**src/rtl/pmnr_pkg.sv**
```systemverilog
// Shared constants and carriers for the power-management flag and readback block.
// Assumes a 16-bit I/O port space decoded in full by the block.
package pmnr_pkg;

    // ==========================================================
    // Port addresses
    localparam logic [15:0] NMI_CAUSE_STATUS_ADDR = 16'h9072;
    localparam logic [15:0] SERIAL_PARALLEL_READBACK_ADDR = 16'hd072;
    localparam logic [15:0] IRQ_CONTROLLER_READBACK_ADDR = 16'hd472;

    // ==========================================================
    // Field positions and widths
    localparam int PM_INPUTS = 8;
    localparam int PM_FIRST_FLAG = 2;
    localparam int PM_FLAGS = 6;
    localparam int ACTIVE_EDGE_INPUT = 7;
    localparam int NMI_FLAG_LSB = 2;
    localparam int SP_A_LSB = 14;
    localparam int SP_B_LSB = 12;
    localparam int PP2_LSB = 8;
    localparam int PP0_LSB = 0;
    localparam int TIMEOUT_BIT = 15;
    localparam int CHIP_ID_LSB = 13;
    localparam int MASTER_VEC_BIT = 12;
    localparam int SLAVE_VEC_BIT = 11;
    localparam int NESTED_BIT = 10;
    localparam int AUTO_EOI_BIT = 9;
    localparam int ROTATE_EOI_BIT = 8;
    localparam int MASTER_PRIO_LSB = 5;
    localparam int SLAVE_PRIO_LSB = 2;
    localparam int MASTER_SMM_BIT = 1;
    localparam int SLAVE_SMM_BIT = 0;

    // ==========================================================
    // Reset values
    localparam logic [15:0] READ_DATA_RESET = 16'h0000;
    localparam logic [5:0] FLAGS_RESET = 6'h00;
    localparam logic [7:0] LEVELS_RESET = 8'h00;

    // ==========================================================
    // Carriers
    typedef struct packed {
        logic [1:0] serial_a_line_ctl_bits;
        logic [1:0] serial_b_line_ctl_bits;
        logic [3:0] parallel_reg2_low_bits;
        logic [7:0] parallel_reg0_copy;
    } pmnr_port_shadow_type;

    typedef struct packed {
        logic master_vector_msb;
        logic slave_vector_msb;
        logic master_special_nested_state;
        logic master_auto_eoi_state;
        logic master_rotate_eoi_state;
        logic [2:0] master_lowest_priority;
        logic [2:0] slave_lowest_priority;
        logic master_special_mask_state;
        logic slave_special_mask_state;
    } pmnr_pic_shadow_type;

    typedef struct packed {
        logic [5:0] nmi_cause_flags;
        logic [7:0] pm_sense_levels;
        logic nmi_req;
        logic [15:0] read_data;
    } pmnr_state_type;

endpackage : pmnr_pkg

```
**src/rtl/pmnr_top.sv**
```systemverilog
// Power-management NMI cause flags, input status and suspend readback registers.
// Assumes the enable register, port and interrupt-controller state live elsewhere
// and arrive here as synchronous levels; the CPU reaches registers as 16-bit I/O ports.

// Functional notes
// - Set a cause flag for each input 7..2 whose enabled change raised NMI.
// - Cause flag and latched status clear only when both its NMI and attention enables are cleared.
// - With both enables set, flag and status hold until both are cleared.
// - Cause register bits 15..8 and 1..0 read zero; software writes zero.
// - Inputs 2 through 6 flag on any rising or falling transition.
// - Serial readback bits 15..14 copy serial port A register 2 bits 7..6.
// - Serial readback bits 13..12 copy serial port B register 2 bits 7..6.
// - Serial readback bits 11..8 copy parallel register 2 bits 3..0.
// - Serial readback bits 7..0 copy parallel register 0 entirely.
// - Serial/parallel readback is read-only; writes change nothing.
// - Controller readback is read-only; writes change nothing.
// - Controller readback exposes write-only controller state for restore after resume.
// - Bit 15 shows the live activity timeout comparator output, test only.
// - Bits 14..13 return a fixed chip identity code.
// - Bits 12 and 11 return vector bit 7 of master and slave.
// - Bit 10 master special nested, bit 9 master automatic end of interrupt.
// - Bits 7..5 and 4..2 return master and slave lowest priority.
// - Bits 1 and 0 show master and slave special mask mode.
module pmnr_top #(
    parameter logic [1:0] CHIP_IDENTITY_FIELD = 2'h2,  // Arbitrary value
    parameter bit INPUT7_ACTIVE_HIGH = 1'b1
) (
    input wire logic clk_i,                                   // System clock, 25 MHz
    input wire logic nrst_i,                                  // Async reset, active low
    input wire logic [15:0] io_addr_i,                        // I/O port address
    input wire logic io_rd_i,                                 // Read strobe
    input wire logic io_wr_i,                                 // Write strobe
    input wire logic [15:0] io_wdata_i,                       // Write data
    output logic [15:0] io_rdata_o,                           // Read data, held
    input wire logic [7:0] pm_in_i,                           // Power-management inputs
    input wire logic [5:0] nmi_enable_bits_i,                 // NMI enables 7..2
    input wire logic [5:0] attention_enable_bits_i,           // Attention enables 7..2
    input wire pmnr_pkg::pmnr_port_shadow_type port_shadow_i, // Port register copies
    input wire pmnr_pkg::pmnr_pic_shadow_type pic_shadow_i,   // Controller state
    input wire logic activity_timeout_compare_i,              // Timeout comparator
    output logic [5:0] nmi_cause_flags_o,                     // Cause flags 7..2
    output logic [7:0] pm_sense_levels_o,                     // Input status 7..0
    output logic nmi_o                                        // NMI request
);

    // ==========================================================
    // Change detection
    logic [5:0] change;

    genvar gi;
    generate
        for (gi = 0; gi < pmnr_pkg::PM_FLAGS; gi++)
        begin : g_edge
            pmnr_edge_det #(
                .BOTH_EDGES((gi + pmnr_pkg::PM_FIRST_FLAG) != pmnr_pkg::ACTIVE_EDGE_INPUT),
                .ACTIVE_HIGH(INPUT7_ACTIVE_HIGH)
            ) u_edge (
                .clk_i(clk_i),
                .nrst_i(nrst_i),
                .level_i(pm_in_i[gi + pmnr_pkg::PM_FIRST_FLAG]),
                .event_o(change[gi])
            );
        end
    endgenerate

    // ==========================================================
    // State
    pmnr_pkg::pmnr_state_type state_q;
    pmnr_pkg::pmnr_state_type state_d;
    logic [5:0] latched;
    logic [5:0] level_set;
    logic [5:0] flag_set;
    logic [5:0] flag_clr;
    logic hit_cause;
    logic hit_port;
    logic hit_pic;
    logic [15:0] cause_word;
    logic [15:0] port_word;
    logic [15:0] pic_word;
    logic [15:0] rd_word;

    // ==========================================================
    // Set and clear terms
    always_comb
    begin
        // Either enable turns a status bit into a latched transition
        latched = nmi_enable_bits_i | attention_enable_bits_i;
        level_set = change & latched;
        flag_set = change & nmi_enable_bits_i;
        flag_clr = ~latched;
    end

    // ==========================================================
    // Address decode
    always_comb
    begin
        hit_cause = 1'b0;
        hit_port = 1'b0;
        hit_pic = 1'b0;
        // Full 16-bit compare; no aliases
        if (io_addr_i == pmnr_pkg::NMI_CAUSE_STATUS_ADDR)
        begin
            hit_cause = 1'b1;
        end
        else if (io_addr_i == pmnr_pkg::SERIAL_PARALLEL_READBACK_ADDR)
        begin
            hit_port = 1'b1;
        end
        else if (io_addr_i == pmnr_pkg::IRQ_CONTROLLER_READBACK_ADDR)
        begin
            hit_pic = 1'b1;
        end
    end

    // ==========================================================
    // Read words
    always_comb
    begin
        cause_word = 16'h0000;
        cause_word[pmnr_pkg::NMI_FLAG_LSB +: pmnr_pkg::PM_FLAGS] = state_q.nmi_cause_flags;

        // Shadow sources are taken live at the read edge
        port_word = 16'h0000;
        port_word[pmnr_pkg::SP_A_LSB +: 2] = port_shadow_i.serial_a_line_ctl_bits;
        port_word[pmnr_pkg::SP_B_LSB +: 2] = port_shadow_i.serial_b_line_ctl_bits;
        port_word[pmnr_pkg::PP2_LSB +: 4] = port_shadow_i.parallel_reg2_low_bits;
        port_word[pmnr_pkg::PP0_LSB +: 8] = port_shadow_i.parallel_reg0_copy;

        pic_word = 16'h0000;
        pic_word[pmnr_pkg::TIMEOUT_BIT] = activity_timeout_compare_i;
        pic_word[pmnr_pkg::CHIP_ID_LSB +: 2] = CHIP_IDENTITY_FIELD;
        pic_word[pmnr_pkg::MASTER_VEC_BIT] = pic_shadow_i.master_vector_msb;
        pic_word[pmnr_pkg::SLAVE_VEC_BIT] = pic_shadow_i.slave_vector_msb;
        pic_word[pmnr_pkg::NESTED_BIT] = pic_shadow_i.master_special_nested_state;
        pic_word[pmnr_pkg::AUTO_EOI_BIT] = pic_shadow_i.master_auto_eoi_state;
        pic_word[pmnr_pkg::ROTATE_EOI_BIT] = pic_shadow_i.master_rotate_eoi_state;
        pic_word[pmnr_pkg::MASTER_PRIO_LSB +: 3] = pic_shadow_i.master_lowest_priority;
        pic_word[pmnr_pkg::SLAVE_PRIO_LSB +: 3] = pic_shadow_i.slave_lowest_priority;
        pic_word[pmnr_pkg::MASTER_SMM_BIT] = pic_shadow_i.master_special_mask_state;
        pic_word[pmnr_pkg::SLAVE_SMM_BIT] = pic_shadow_i.slave_special_mask_state;
    end

    // ==========================================================
    // Read select
    always_comb
    begin
        if (hit_cause)
        begin
            rd_word = cause_word;
        end
        else if (hit_port)
        begin
            rd_word = port_word;
        end
        else if (hit_pic)
        begin
            rd_word = pic_word;
        end
        else
        begin
            rd_word = 16'h0000;
        end
    end

    // ==========================================================
    // Next state
    always_comb
    begin
        state_d = state_q;
        // Inputs 1 and 0 always show live level
        state_d.pm_sense_levels[1:0] = pm_in_i[1:0];
        for (int i = 0; i < pmnr_pkg::PM_FLAGS; i++)
        begin
            if (flag_clr[i])
            begin
                state_d.nmi_cause_flags[i] = 1'b0;
                state_d.pm_sense_levels[i + pmnr_pkg::PM_FIRST_FLAG] = pm_in_i[i + pmnr_pkg::PM_FIRST_FLAG];
            end
            else
            begin
                if (level_set[i])
                begin
                    state_d.pm_sense_levels[i + pmnr_pkg::PM_FIRST_FLAG] = 1'b1;
                end
                if (flag_set[i])
                begin
                    state_d.nmi_cause_flags[i] = 1'b1;
                end
            end
        end
        // Request rises on the same edge as its flag
        state_d.nmi_req = |state_d.nmi_cause_flags;

        // Writes to all three ports are ignored; nothing here stores io_wdata_i
        if (io_rd_i)
        begin
            state_d.read_data = rd_word;
        end
    end

    // ==========================================================
    // Registers
    always_ff @(posedge clk_i or negedge nrst_i)
    begin
        if (!nrst_i)
        begin
            state_q.nmi_cause_flags <= pmnr_pkg::FLAGS_RESET;
            state_q.pm_sense_levels <= pmnr_pkg::LEVELS_RESET;
            state_q.nmi_req <= 1'b0;
            state_q.read_data <= pmnr_pkg::READ_DATA_RESET;
        end
        else
        begin
            state_q <= state_d;
        end
    end

    // ==========================================================
    // Outputs
    assign io_rdata_o = state_q.read_data;
    assign nmi_cause_flags_o = state_q.nmi_cause_flags;
    assign pm_sense_levels_o = state_q.pm_sense_levels;
    assign nmi_o = state_q.nmi_req;

endmodule : pmnr_top

```
**src/rtl/pmnr_edge_det.sv**
```systemverilog
// Change detector for one power-management input.
// Assumes the input is already synchronous to clk_i.
module pmnr_edge_det #(
    parameter bit BOTH_EDGES = 1'b1,
    parameter bit ACTIVE_HIGH = 1'b1
) (
    input wire logic clk_i,    // System clock
    input wire logic nrst_i,   // Async reset, active low
    input wire logic level_i,  // Input level
    output logic event_o       // Qualifying change this cycle
);

    logic prev_q;
    logic prev_d;

    always_comb
    begin
        prev_d = level_i;
        if (BOTH_EDGES)
        begin
            event_o = level_i ^ prev_q;
        end
        else
        begin
            event_o = (level_i == ACTIVE_HIGH) && (prev_q != ACTIVE_HIGH);
        end
    end

    always_ff @(posedge clk_i or negedge nrst_i)
    begin
        if (!nrst_i)
        begin
            prev_q <= 1'b0;
        end
        else
        begin
            prev_q <= prev_d;
        end
    end

endmodule : pmnr_edge_det

```
**config.mk**
```make
export PLATFORM = sky130hd
export DESIGN_NAME = pmnr_top
export DESIGN_NICKNAME = d
export VERILOG_FILES = /design/src/rtl/pmnr_pkg.sv /design/src/rtl/pmnr_top.sv /design/src/rtl/pmnr_edge_det.sv
export SDC_FILE = /design/constraint.sdc
export NUM_CORES = 1
export LEC_CHECK = 0
export BUFFER_PORTS_ARGS = -buffer_cell sky130_fd_sc_hd__buf_2
export CAP_MARGIN = 20
export CELL_PAD_IN_SITES_DETAIL_PLACEMENT = 1
export CELL_PAD_IN_SITES_GLOBAL_PLACEMENT = 1
export CORE_ASPECT_RATIO = 0.5
export CORE_MARGIN = 5
export CORE_UTILIZATION = 27
export DETAILED_ROUTE_END_ITERATION = 10
export PLACE_DENSITY_LB_ADDON = 0.1
export SYNTH_ARGS = -nofsm -noshare
export SYNTH_HDL_FRONTEND = slang
export SYNTH_SLANG_ARGS = --single-unit
```
**constraint.sdc**
```tcl
create_clock -name clk_i -period 1.38 [get_ports clk_i]
set_clock_uncertainty 0.05 [all_clocks]
set_input_delay 0.138 -clock clk_i [delete_from_list [all_inputs] [get_ports clk_i]]
set_output_delay 0.138 -clock clk_i [all_outputs]
set_load 0.01 [all_outputs]
```
==> impl_results.md <==
* Max Cap Viol at 0
* Final period util at 115.6%
* Placed cells at 381
* Max VDD drop at 0.0005125 V
* Failing checks: negative setup slack
* Syn avg cell area at 10.36 sq um
* Drt first pass iters at 3
* Layout Cells excl Fill at 404
* Finished Cell Area at 0.003062 sq mm
* R2R Path End: nmi_o
* Die width at 126.5 um
* Gate power share at 18.8%
* Worst Hold Class: in2reg
* EDFF count, synth at 0
* Synth top area cells: dfrtp_1 (51%), o22ai_2 (6.1%), mux2_2 (5.5%)
* Hold Slack at 37.75 ps
* P_sw at 753.6 uW
* Post-synth ARST share at 100.0%
* Int Power at 2367 uW
* Die Area at 0.008637 sq mm
* Register area at 925.9 sq um
* Synth cell types at 26
* Count of pins over their slew limit at 0
* Final hold violations at 0
* Sequential cell fraction of total power at 38.4%
* Setup slack, reg-to-reg at -210 ps
* GRT Overall Usage at 13.83%
* Pre-CTS WS at -537.4 ps
* Global-route wire length before repair at 9.287 mm
* CTS tree: done
* Post-DP HPWL at 4.536 mm
* Total grt overflow at 0
* Slew margin rel. at 67.54%
* Core Box Area at 0.006648 sq mm
* Crit-path most repeated cell: a21oi_2
* Status: complete, but fails checks
* Leak pwr at 0.001449 uW
* Crit path time final at 1595 ps
* Required time of the critical path at 1480 ps
* Vias in the first global route at 1,926
* WHS Path Cells at 3
* Setup TNS at -2679 ps
* Setup CP Type: reg2reg
* DRT iter0 DRCs at 38
* Clk root buf: clkbuf_16
* Reg clk slew, reported paths at 60 ps
* Die Ht at 68.26 um
* Avg WL per Cell at 14.84 um
* Final setup fails at 16
* Vias per inst at 4.594
* Endpoint, Worst Hold: pm_sense_levels_o[7]
* Num CTS Buffers at 5
* Yosys warnings at 0
* Switching share of power at 24.15%
* CP peak stage delay at 430 ps
* Post-route ant nets at 0
* Pin count of the biggest net entering global routing at 38
* Fraction of layout cells with a size suffix above 1 at 54.81%
* Synth cell count leaders: dfrtp_1 (37), nand2_1 (16), o21ai_0 (15)
* CTS HTree Levels at 2
* CP Max Fanout at 4
* Reg2Reg Depth at 4
* Area of the mapped netlist at 0.001833 sq mm
* CP cell instances: a21oi_2 -> a21oi_2 -> or3_1 -> or4_1
* WL final at 5.994 mm
* Io pins at 117
* Critical Path AT at 1700 ps
* Total number of vias at 1,856
* DRC errors left at 0
* Synthesized Nets at 263
* Slew @ Worst Pin at 486.9 ps
* Seq cells post-synth at 37
* Crit end category: register
* Gpl congestion at 0.7039
* Starting Density at 27.57%
* Worst Hold Launch: pm_in_i[7]
* Synth top area share at 50.51%
* Multi-input gate area at 962.2 sq um
* Clock Power Share at 42.8%
* RSZ-0062 raised after global routing: yes
* CP max stage cell: dfrtp_1
* Post-route setup slack at -214.9 ps
* Sink Count at 37
* Worst path top cell family by delay: simple AND/OR/NAND/NOR gates
* Post-synthesis cell count at 177
* Row cnt at 21
* Initial antenna violation count at 0
* Critical Path Start Type: register
* RR Startpoint: nmi_cause_flags_o[2]
* Area Overhead vs Synth at 67.03%
* Max Fclk at 627.0 MHz
* Nets at 397
* CP Buf/Inv Count at 0
* P per Cell Area at 1019 mW/mm^2
* Antenna Diode Count at 0
* Dominant synthesized flop cell: dfrtp_1
* # port buffers at 99
* Register area share after synthesis at 50.51%
* Cell taking the most area after synthesis: dfrtp_1
* Placed instance area at 0.002579 sq mm
* Most frequent cell after synthesis: dfrtp_1
* CTS max path bufs at 2
* Fillers at 795
* Clock latency on the worst-skew pair at 280 ps
[kinds of logic after synthesis]
family	after synthesis	synth area share, %
flip-flops	37	50.51
AND/OR/NAND/NOR	50	14.13
AO/OA/AOI/OAI	54	22.46
multiplexers	9	5.529
buffers and inverters	22	4.983
XOR/XNOR	5	2.390
[power groups by stage]
| stage | Sequential (uW) | Clock (uW) | Combinational [uW] |
|---|---|---|---|
| finish | 1200 | 1330 | 587 |
| global route | 1210 | 1440 | 647 |
| CTS | 1200 | 1380 | 581 |
| detailed placement | 1220 | 0 | 512 |
| global placement | 1210 | 0 | 497 |
| floorplan | 1240 | 0 | 173 |
[tightest hold or removal path: stages]
cell and delay [ps]:
buf_2 100, nand2_1 50, nand2_1 50
[metrics by stage]
stage,total power (uW),utilization (%)
finish,3121,46.06
global route,3291,46.06
CTS,3156,45.10
detailed placement,1727,38.79
global placement,1710,38.79
floorplan,1412,-
[final cells by class]
| class | instances | share of cell area [%] |
|---|---|---|
| Clock buffer | 7 | 4.659 |
| Clock inverter | 1 | 0.9808 |
| Inverter | 13 | 1.594 |
| Multi-Input combinational cell | 118 | 31.43 |
| Sequential cell | 37 | 30.24 |
| Tap cell | 92 | 3.760 |
| Timing Repair Buffer | 136 | 27.34 |
[timing repair]
item,CTS,global route
gates resized for setup,23,8
endpoints found under the hold margin,45,1
setup buffers,4,1
hold buffers,8,1
cloned,1,0
pin swaps,12,4
endpoints found under the setup margin,17,17
[layout by cell type (no fill, tap or decap), types with 2 or more instances in the layout]
| cell type | synthesis | layout |
|---|---|---|
| mux2_2 | 9 | 8 |
| dlygate4sd3_1 | 0 | 9 |
| xor2_1 | 3 | 3 |
| nand3_1 | 6 | 6 |
| nor2b_1 | 6 | 6 |
| o22ai_2 | 9 | 9 |
| buf_2 | 1 | 98 |
| dfrtp_1 | 37 | 37 |
| o21a_1 | 6 | 6 |
| o21ai_0 | 15 | 15 |
| o221a_4 | 0 | 6 |
| nand4b_1 | 2 | 2 |
| nor2_1 | 7 | 7 |
| o22ai_1 | 5 | 5 |
| a21oi_1 | 7 | 5 |
| a21oi_2 | 0 | 2 |
| or3_1 | 3 | 2 |
| nand2b_1 | 6 | 6 |
| buf_6 | 1 | 5 |
| clkbuf_16 | 0 | 5 |
| nand2_1 | 16 | 16 |
| o31ai_2 | 0 | 4 |
| o31ai_4 | 0 | 2 |
| inv_1 | 13 | 13 |
| buf_4 | 0 | 22 |
[registers in the layout, indices dropped and copies added (netlist names)]
register	flops
io_rdata_o	16
pm_sense_levels_o	8
g_edge.u_edge.prev_q	6
nmi_cause_flags_o	6
nmi_o	1
[worst max path at each step]
stage                              start             end  slack [ps]  depth (start not counted)
finish              nmi_cause_flags_o[2]           nmi_o        -210                          4
global route        nmi_cause_flags_o[2]           nmi_o        -290                          4
CTS                 nmi_cause_flags_o[2]           nmi_o        -200                          4
detailed placement         io_addr_i[11]   io_rdata_o[1]        -540                          6
global placement           io_addr_i[11]  io_rdata_o[11]        -520                          6
floorplan                  io_addr_i[11]   io_rdata_o[0]        -370                          6
[layer usage]
| layer | track usage, % | vias up | routed length [um] |
|---|---|---|---|
| li1 | - | 896 | - |
| met1 | 16.09 | 908 | 2604 |
| met2 | 24.61 | 48 | 2940 |
| met3 | 5.612 | 4 | 417 |
| met4 | 2.807 | 0 | 32 |
| met5 | 0 | - | 0 |
Note: power is estimated with default switching activity, not from simulation.
